File: src/include/chatter_params.svh
// Constants of the binary input chatter blocker
`ifndef CHATTER_PARAMS_SVH
`define CHATTER_PARAMS_SVH
`define CB_N_IN 8
`define CB_CLK_NS 50
`define CB_SEC_NS 1000000000
`define CB_SEC_CYCLES (`CB_SEC_NS / `CB_CLK_NS)
`define CB_SEC_PER_MIN 60
`define CB_UNLIMITED 8'hFF
`define CB_PROT_MASK 8'h03
`define CB_IND_MID 2'h0
`define CB_IND_OFF 2'h1
`define CB_IND_ON 2'h2
`define CB_A_LIMIT 8'h00
`define CB_A_ITEST 8'h04
`define CB_A_TCOUNT 8'h08
`define CB_A_IDLE 8'h0C
`define CB_A_STEST 8'h10
`define CB_A_ENABLE 8'h14
`define CB_A_DPMODE 8'h18
`define CB_A_STATUS 8'h1C
`define CB_A_ISTAT 8'h20
`define CB_A_ICLR 8'h24
`define CB_A_IEN 8'h28
`define CB_A_IND 8'h2C
`define CB_RST_LIMIT 8'h04
`define CB_RST_ITEST 8'h02
`define CB_RST_TCOUNT 8'h03
`define CB_RST_IDLE 8'h01
`define CB_RST_STEST 8'h05
`endif

File: src/include/chatter_pkg.sv
// Types of the binary input chatter blocker
package chatter_pkg;
`include "chatter_params.svh"
   typedef enum logic [2:0] {S_WAIT, S_INIT, S_HOLD, S_RETEST, S_FINAL} chan_st_t;
   typedef struct packed {
      chan_st_t st;
      logic [7:0] trans;
      logic [7:0] cyc;
      logic [7:0] tmr;
      logic hold;
   } chan_t;
   typedef struct packed {
      logic [7:0] lim;
      logic [7:0] itest;
      logic [7:0] tcnt;
      logic [7:0] idle;
      logic [7:0] stest;
      logic [`CB_N_IN-1:0] en;
      logic [`CB_N_IN-1:0] dp;
   } cfg_t;
   typedef struct packed {
      logic [7:0] addr;
      logic wr_pend;
      logic rd_pend;
      logic ready;
      logic [31:0] rdata;
   } bus_t;
   typedef struct packed {
      chan_t [`CB_N_IN-1:0] ch;
      cfg_t cfg;
      bus_t bus;
      logic [`CB_N_IN-1:0] s1;
      logic [`CB_N_IN-1:0] s2;
      logic [`CB_N_IN-1:0] s3;
      logic [15:0] stat;
      logic [15:0] ien;
      logic [2*`CB_N_IN-1:0] ind;
      logic [`CB_N_IN-1:0] tag;
      logic common;
      logic ev;
      logic irq;
   } state_t;
endpackage : chatter_pkg

File: src/verilog/chatter_blocker.sv
// Binary input chatter blocker with AHB-Lite register slave
//
// Local design decisions: the AHB-Lite register port and the register offsets.
`timescale 1ns/1ns
`include "chatter_params.svh"
module chatter_blocker
   import chatter_pkg::*;
#(
   parameter int SEC_CYCLES = `CB_SEC_CYCLES
) (
   input wire logic hclk,                        // System clock, 20 MHz
   input wire logic hresetn,                     // Async reset, active low
   input wire logic hsel,                        // Slave select
   input wire logic [7:0] haddr,                 // Byte address
   input wire logic [1:0] htrans,                // Transfer type
   input wire logic hwrite,                      // Write when high
   input wire logic [2:0] hsize,                 // Word transfers only
   input wire logic [31:0] hwdata,               // Write data
   input wire logic hready,                      // Bus ready
   output logic [31:0] hrdata,                   // Read data
   output logic hreadyout,                       // Slave ready
   output logic hresp,                           // Always OKAY
   input wire logic [`CB_N_IN-1:0] bin_in,       // Contact inputs, async
   output logic [2*`CB_N_IN-1:0] ind_code,       // Indication per input
   output logic [`CB_N_IN-1:0] chatter_block_tag, // Input blocked marker
   output logic chatter_common,                  // Any input blocked
   output logic chatter_event,                   // Pulse on tag change
   output logic irq                              // Level interrupt
);
   state_t r;
   state_t r_nxt;
   logic sec_tick;
   logic min_tick;
   logic [`CB_N_IN-1:0] edge_v;
   logic [`CB_N_IN-1:0] blk_v;
   logic [15:0] set_v;
   logic [15:0] clr_v;
   chan_t c;
   logic [7:0] cnt;

   tick_base #(.SEC_CYCLES(SEC_CYCLES)) u_tick (
      .hclk(hclk),
      .hresetn(hresetn),
      .sec_tick(sec_tick),
      .min_tick(min_tick)
   );

   function automatic logic is_blocked(input chan_st_t st);
      is_blocked = (st == S_HOLD) || (st == S_RETEST) || (st == S_FINAL);
   endfunction : is_blocked

   function automatic logic tmr_done(input logic [7:0] tmr, input logic [7:0] lim);
      tmr_done = ({1'b0, tmr} + 9'h001) >= {1'b0, lim};
   endfunction : tmr_done

   function automatic logic [1:0] ind_of(input logic blk, input logic dp, input logic hold);
      if (blk && dp) begin
         ind_of = `CB_IND_MID;
      end else begin
         ind_of = hold ? `CB_IND_ON : `CB_IND_OFF;
      end
   endfunction : ind_of

   function automatic logic [31:0] rd_mux(input state_t s, input logic [7:0] a);
      logic [`CB_N_IN-1:0] fin;
      logic [`CB_N_IN-1:0] blk;
      fin = '0;
      blk = '0;
      for (int k = 0; k < `CB_N_IN; k++) begin
         fin[k] = (s.ch[k].st == S_FINAL);
         blk[k] = is_blocked(s.ch[k].st);
      end
      unique case (a)
         `CB_A_LIMIT: rd_mux = {24'h0, s.cfg.lim};
         `CB_A_ITEST: rd_mux = {24'h0, s.cfg.itest};
         `CB_A_TCOUNT: rd_mux = {24'h0, s.cfg.tcnt};
         `CB_A_IDLE: rd_mux = {24'h0, s.cfg.idle};
         `CB_A_STEST: rd_mux = {24'h0, s.cfg.stest};
         `CB_A_ENABLE: rd_mux = {24'h0, s.cfg.en};
         `CB_A_DPMODE: rd_mux = {24'h0, s.cfg.dp};
         `CB_A_STATUS: rd_mux = {8'h0, s.s2, fin, blk};
         `CB_A_ISTAT: rd_mux = {16'h0, s.stat};
         `CB_A_IEN: rd_mux = {16'h0, s.ien};
         `CB_A_IND: rd_mux = {16'h0, s.ind};
         default: rd_mux = 32'h0;
      endcase
   endfunction : rd_mux

   always_comb begin
      r_nxt = r;
      set_v = 16'h0;
      clr_v = 16'h0;
      blk_v = '0;
      c = r.ch[0];
      cnt = 8'h0;
      // Two-stage synchroniser, third stage for edge detect
      r_nxt.s1 = bin_in;
      r_nxt.s2 = r.s1;
      r_nxt.s3 = r.s2;
      edge_v = r.s2 ^ r.s3;

      // Bus: writes take effect in the data phase, reads cost one wait state
      r_nxt.bus.ready = 1'b1;
      r_nxt.bus.wr_pend = 1'b0;
      r_nxt.bus.rd_pend = 1'b0;
      if (r.bus.wr_pend) begin
         unique case (r.bus.addr)
            `CB_A_LIMIT: r_nxt.cfg.lim = hwdata[7:0];
            `CB_A_ITEST: r_nxt.cfg.itest = hwdata[7:0];
            `CB_A_TCOUNT: r_nxt.cfg.tcnt = hwdata[7:0];
            `CB_A_IDLE: begin
               if (r.cfg.tcnt != 8'h00) begin
                  r_nxt.cfg.idle = hwdata[7:0];
               end
            end
            `CB_A_STEST: begin
               if (r.cfg.tcnt != 8'h00) begin
                  r_nxt.cfg.stest = hwdata[7:0];
               end
            end
            `CB_A_ENABLE: r_nxt.cfg.en = hwdata[`CB_N_IN-1:0] & ~`CB_PROT_MASK;
            `CB_A_DPMODE: r_nxt.cfg.dp = hwdata[`CB_N_IN-1:0];
            `CB_A_ICLR: clr_v = hwdata[15:0];
            `CB_A_IEN: r_nxt.ien = hwdata[15:0];
            default: ;
         endcase
      end
      if (r.bus.rd_pend) begin
         r_nxt.bus.rdata = rd_mux(r, r.bus.addr);
      end
      if (hsel && htrans[1] && hready) begin
         r_nxt.bus.addr = haddr;
         if (hwrite) begin
            r_nxt.bus.wr_pend = 1'b1;
         end else begin
            r_nxt.bus.rd_pend = 1'b1;
            r_nxt.bus.ready = 1'b0;
         end
      end

      // One state machine per input, all timed from the shared ticks
      for (int i = 0; i < `CB_N_IN; i++) begin
         c = r.ch[i];
         cnt = (c.trans == 8'hFF) ? 8'hFF : c.trans + {7'h0, edge_v[i]};
         if (!r.cfg.en[i] || r.cfg.lim == 8'h00) begin
            c.st = S_WAIT;
            c.trans = 8'h0;
            c.cyc = 8'h0;
            c.tmr = 8'h0;
         end else begin
            unique case (c.st)
               S_WAIT: begin
                  if (r.s2[i] && !r.s3[i]) begin
                     c.st = S_INIT;
                     c.trans = 8'h01;
                     c.tmr = 8'h0;
                  end
               end
               S_INIT, S_RETEST: begin
                  c.trans = cnt;
                  if (cnt > r.cfg.lim) begin
                     if (r.cfg.tcnt != `CB_UNLIMITED && c.cyc >= r.cfg.tcnt) begin
                        c.st = S_FINAL;
                     end else begin
                        c.st = S_HOLD;
                        c.cyc = c.cyc + 8'h01;
                        c.tmr = 8'h0;
                     end
                  end else if (sec_tick) begin
                     if (tmr_done(c.tmr, (c.st == S_INIT) ? r.cfg.itest : r.cfg.stest)) begin
                        c.st = S_WAIT;
                        c.cyc = 8'h0;
                     end else begin
                        c.tmr = c.tmr + 8'h01;
                     end
                  end
               end
               S_HOLD: begin
                  if (min_tick) begin
                     if (tmr_done(c.tmr, r.cfg.idle)) begin
                        c.st = S_RETEST;
                        c.trans = 8'h0;
                        c.tmr = 8'h0;
                     end else begin
                        c.tmr = c.tmr + 8'h01;
                     end
                  end
               end
               S_FINAL: ;
            endcase
         end
         blk_v[i] = is_blocked(c.st);
         // Single-point indication frozen at the last state seen before blocking, double-point goes to intermediate
         if (!blk_v[i]) begin
            c.hold = r.s2[i];
         end
         set_v[i] = blk_v[i] && !r.tag[i];
         set_v[`CB_N_IN + i] = (c.st == S_FINAL) && (r.ch[i].st != S_FINAL);
         r_nxt.ind[2*i +: 2] = ind_of(blk_v[i], r.cfg.dp[i], c.hold);
         r_nxt.ch[i] = c;
      end

      r_nxt.tag = blk_v;
      r_nxt.common = |blk_v;
      r_nxt.ev = (blk_v != r.tag);
      // Set wins over a clear in the same cycle
      r_nxt.stat = (r.stat & ~clr_v) | set_v;
      r_nxt.irq = |(r_nxt.stat & r_nxt.ien);
   end

   always_ff @(posedge hclk or negedge hresetn) begin
      if (!hresetn) begin
         r <= '0;
         r.cfg.lim <= `CB_RST_LIMIT;
         r.cfg.itest <= `CB_RST_ITEST;
         r.cfg.tcnt <= `CB_RST_TCOUNT;
         r.cfg.idle <= `CB_RST_IDLE;
         r.cfg.stest <= `CB_RST_STEST;
         r.bus.ready <= 1'b1;
         r.ind <= {`CB_N_IN{`CB_IND_OFF}};
      end else begin
         r <= r_nxt;
      end
   end

   assign hrdata = r.bus.rdata;
   assign hreadyout = r.bus.ready;
   assign hresp = 1'b0;
   assign ind_code = r.ind;
   assign chatter_block_tag = r.tag;
   assign chatter_common = r.common;
   assign chatter_event = r.ev;
   assign irq = r.irq;

   logic wr_idle_h;
   logic wr_stest_h;
   assign wr_idle_h = r.bus.wr_pend && (r.bus.addr == `CB_A_IDLE);
   assign wr_stest_h = r.bus.wr_pend && (r.bus.addr == `CB_A_STEST);
endmodule : chatter_blocker

File: src/verilog/tick_base.sv
// Seconds and minutes tick generator
`timescale 1ns/1ns
`include "chatter_params.svh"
module tick_base
   import chatter_pkg::*;
#(
   parameter int SEC_CYCLES = 20000000
) (
   input wire logic hclk,      // System clock
   input wire logic hresetn,   // Async reset, active low
   output logic sec_tick,      // One-cycle pulse each second
   output logic min_tick       // One-cycle pulse each minute
);
   typedef struct packed {
      logic [31:0] cnt;
      logic [5:0] secs;
      logic sec;
      logic min;
   } tick_t;

   tick_t r;
   tick_t r_nxt;

   always_comb begin
      r_nxt = r;
      r_nxt.sec = 1'b0;
      r_nxt.min = 1'b0;
      if (r.cnt == 32'(SEC_CYCLES - 1)) begin
         r_nxt.cnt = 32'h0;
         r_nxt.sec = 1'b1;
         if (r.secs == 6'(`CB_SEC_PER_MIN - 1)) begin
            r_nxt.secs = 6'h0;
            r_nxt.min = 1'b1;
         end else begin
            r_nxt.secs = r.secs + 6'h1;
         end
      end else begin
         r_nxt.cnt = r.cnt + 32'h1;
      end
   end

   always_ff @(posedge hclk or negedge hresetn) begin
      if (!hresetn) begin
         r <= '0;
      end else begin
         r <= r_nxt;
      end
   end

   assign sec_tick = r.sec;
   assign min_tick = r.min;
endmodule : tick_base
File: config.mk
export PLATFORM = sky130hd
export DESIGN_NAME = chatter_blocker
export DESIGN_NICKNAME = d
export VERILOG_FILES = /design/src/include/chatter_pkg.sv /design/src/verilog/chatter_blocker.sv /design/src/verilog/tick_base.sv
export VERILOG_INCLUDE_DIRS = /design/src /design/src/include
export SDC_FILE = /design/constraint.sdc
export NUM_CORES = 1
export LEC_CHECK = 0
export BUFFER_PORTS_ARGS = -buffer_cell sky130_fd_sc_hd__buf_2
export CAP_MARGIN = 20
export CORE_ASPECT_RATIO = 0.6
export CORE_MARGIN = 1
export CORE_UTILIZATION = 50
export DETAILED_ROUTE_END_ITERATION = 10
export GPL_ROUTABILITY_DRIVEN = 0
export PLACE_DENSITY = 0.64
export SLEW_MARGIN = 20
export SYNTH_ARGS = -nofsm -noshare
export SYNTH_HDL_FRONTEND = slang
export SYNTH_SLANG_ARGS = --single-unit
export TNS_END_PERCENT = 50
File: constraint.sdc
create_clock -name hclk -period 12.95 [get_ports hclk]
set_clock_uncertainty 0.2 [all_clocks]
set_input_delay 0.6475 -clock hclk [delete_from_list [all_inputs] [get_ports hclk]]
set_output_delay 0.6475 -clock hclk [all_outputs]
set_load 0.01 [all_outputs]
==> flow_metrics.tcl <==
set metrics [dict create \
    synth_edf_count 0 \
    ys_seq_area_frac 0.391 \
    period_needed_ns 6.35 \
    timing.reg2reg.setup_slack_ns 6.60 \
    max_freq_ghz 0.157 \
    wire_per_inst_um 23.4 \
    leakagePower_nw 12.5 \
    synthTopCellsByArea "dfrtp_1 37%, ha_1 12%, nand2_1 4.2%" \
    cap_violations 0 \
    area_delta_synth_final_pct 9.56 \
    die-area_mm2 0.0491 \
    min_period_over_period 0.491 \
    whs_endpoint "r[123]" \
    grt_pass1_wl_mm 117 \
    placementRows 61 \
    grt_max_degree 150 \
    start_util 0.514 \
    rsz0062_at_grt "no" \
    crit_type "register to register" \
    hold_path.class "primary input to register" \
    cp_data_arrival_time_ns 6.58 \
    min_path_cells 2 \
    dp_hpwl_mm 57.1 \
    async_reset_ff_frac 1.00 \
    postCtsHoldBufs 9 \
    cts_resized 0 \
    hold_start "haddr[5]" \
    synth_flop_cell "dfrtp_1" \
    final_cell_mix "360 x dfrtp_1, 270 x nand2_1, 230 x ha_1" \
    drive_gt1_frac 0.124 \
    htreeDepth 2 \
    worstPathMaxFanout 9 \
    setup_viol 0 \
    reg2reg_to "irq" \
    clkLatencyLatePin_ns 0.58 \
    root_buffer "clkbuf_16" \
    run_status "finished clean" \
    numPlacedInstances 3179 \
    drt_pre_antenna_iters 8 \
    final_common_cell "dfrtp_1" \
    cts_tree "built" \
    finalHoldViolations 0 \
    cts.path.max_buffers 3 \
    fp.dieW_um 285 \
    syn_inst 2550 \
    ir_drop_uv 86.6 \
    drt_iter0_markers 2544 \
    grt.total_usage 0.311 \
    crit_required_ns 13.18 \
    routed_wl_mm 76.4 \
    end_kind "register" \
    syn-cell-area_mm2 0.0241 \
    maxSlewViolCount 0 \
    r2r_cells 21 \
    synth_top_area_frac 0.374 \
    cts_setup_buffers 0 \
    ys_types 92 \
    antenna_found_initial 3 \
    via_per_inst 6.33 \
    instances_no_fill 3263 \
    core_mm2 0.0469 \
    p_per_area_mw_per_mm2 108 \
    numCtsBuffers 39 \
    setup_tns_ns 0 \
    avgSynthCellArea_um2 9.45 \
    crit_path_start_kind "register" \
    grt_pass1_vias 19557 \
    nets 2887 \
    grt-ovfl-total 0 \
    ys_warn_count 0 \
    ant_nets 0 \
    clk_pin_slew_worst_paths_ns 0.07 \
    worst_pin_slew_ns 1.28 \
    post-route-drc-count 0 \
    slew_headroom 0.123 \
    yosys_register_bits 376 \
    cts_num_sinks 376 \
    r2r_start "r[321]" \
    synth_top_area_cell "dfrtp_1" \
    fp.dieH_um 172 \
    vias 20645 \
    pin_count 119 \
    portBuffers 87 \
]
==> where the power goes <==
part	leakage [nW]	switching [mW]	internal [mW]
logic	6.95	0.202	0.107
registers	4.89	0.0606	1.21
clock network	0.686	0.531	0.744
total	12.5	0.793	2.06
==> sequential cells by signal, summed over array words and instances, names as in the netlist <==
| register | flops |
|---|---|
| chatter_common | 1 |
| hreadyout | 1 |
| chatter_event | 1 |
| chatter_block_tag | 6 |
| u_tick.sec_tick | 1 |
| r | 286 |
| ind_code | 16 |
| u_tick.min_tick | 1 |
| u_tick.r | 38 |
| irq | 1 |
| hrdata | 24 |
==> critical path, stage by stage (launching register included) <==
cell	delay, ns
dfrtp_1	0.48
inv_1	0.17
nand2_1	0.14
nor2_2	0.60
mux2_2	0.42
ha_1	0.28
nor2_1	0.04
a21oi_1	0.15
nor3_1	0.07
o21ai_0	0.91
a21oi_1	0.22
a21oi_2	0.33
mux2i_2	0.11
buf_4	0.20
ha_1	0.21
inv_1	0.06
a31oi_1	0.10
a22oi_1	0.51
nand4_1	0.16
nor4b_1	0.49
and4_1	0.27
nand4_1	0.10
==> metal layers <==
layer,global-route usage,part of all wire
met1,0.468,0.47
met4,0.0865,0.024
met3,0.107,0.12
met2,0.414,0.39
met5,0,0
==> synth_stat cells, types with 17 or more instances <==
cell type  count
a211oi_1      19
a21o_1        37
a21oi_1       99
a221oi_1      17
a22o_1        74
a22oi_1       19
and2_1        18
and3_1        61
buf_4         57
clkbuf_1      47
dfrtp_1      360
ha_1         230
inv_1        124
mux2_2        84
mux2i_1       50
nand2_1      270
nand2b_1      40
nand3_1      120
nand4_1       45
nor2_1       176
nor2b_1       26
nor3_1        40
o21ai_0      142
o22ai_1       28
o31ai_1       18
or2_2         19
xnor2_1       44
xor2_1        52
==> area by class of cell <==
type | instances | area [um^2]
diodes | 3 | 7.51
clock buffers | 53 | 1100
clock inverters | 19 | 325
fillers | 4131 | 20500
inverters | 124 | 465
multi-input cells | 1944 | 13600
flip-flops and latches | 376 | 9430
well taps | 630 | 788
repair buffers | 114 | 683
==> worst max path at each step <==
stage / startpoint / depth (start not counted) / end
after global placement: r[321] / 21 / irq
after global routing: r[71] / 24 / irq
after floorplan: r[73] / 20 / irq
after detailed placement: r[321] / 21 / irq
after CTS: r[321] / 21 / irq
final: r[321] / 21 / irq
==> per-stage QoR <==
| step | util | setup WS (ns) | hold slack, ns | power (mW) | area, um^2 |
|---|---|---|---|---|---|
| finish | 0.563 | 6.60 | 0.101 | 2.86 | 26400 |
| global route | 0.563 | 6.28 | 0.0956 | 2.95 | 26400 |
| CTS | 0.562 | 6.77 | 0.0873 | 2.86 | 26400 |
| detailed placement | 0.530 | 6.82 | 0.138 | 1.59 | 24900 |
| global placement | 0.530 | 6.83 | 0.132 | 1.57 | 24900 |
| floorplan | - | 8.48 | 0.131 | 1.45 | 24100 |
==> logic make-up after synthesis <==
group	synth area share
buffers and inverters	0.0465
AOI/OAI and AO/OA	0.166
and+or+nand+nor	0.182
muxes	0.0606
adders and majority gates	0.119
other	0.000156
xor gates and xnor gates	0.0349
DFF	0.391
Power figures use the tool's default switching activity.
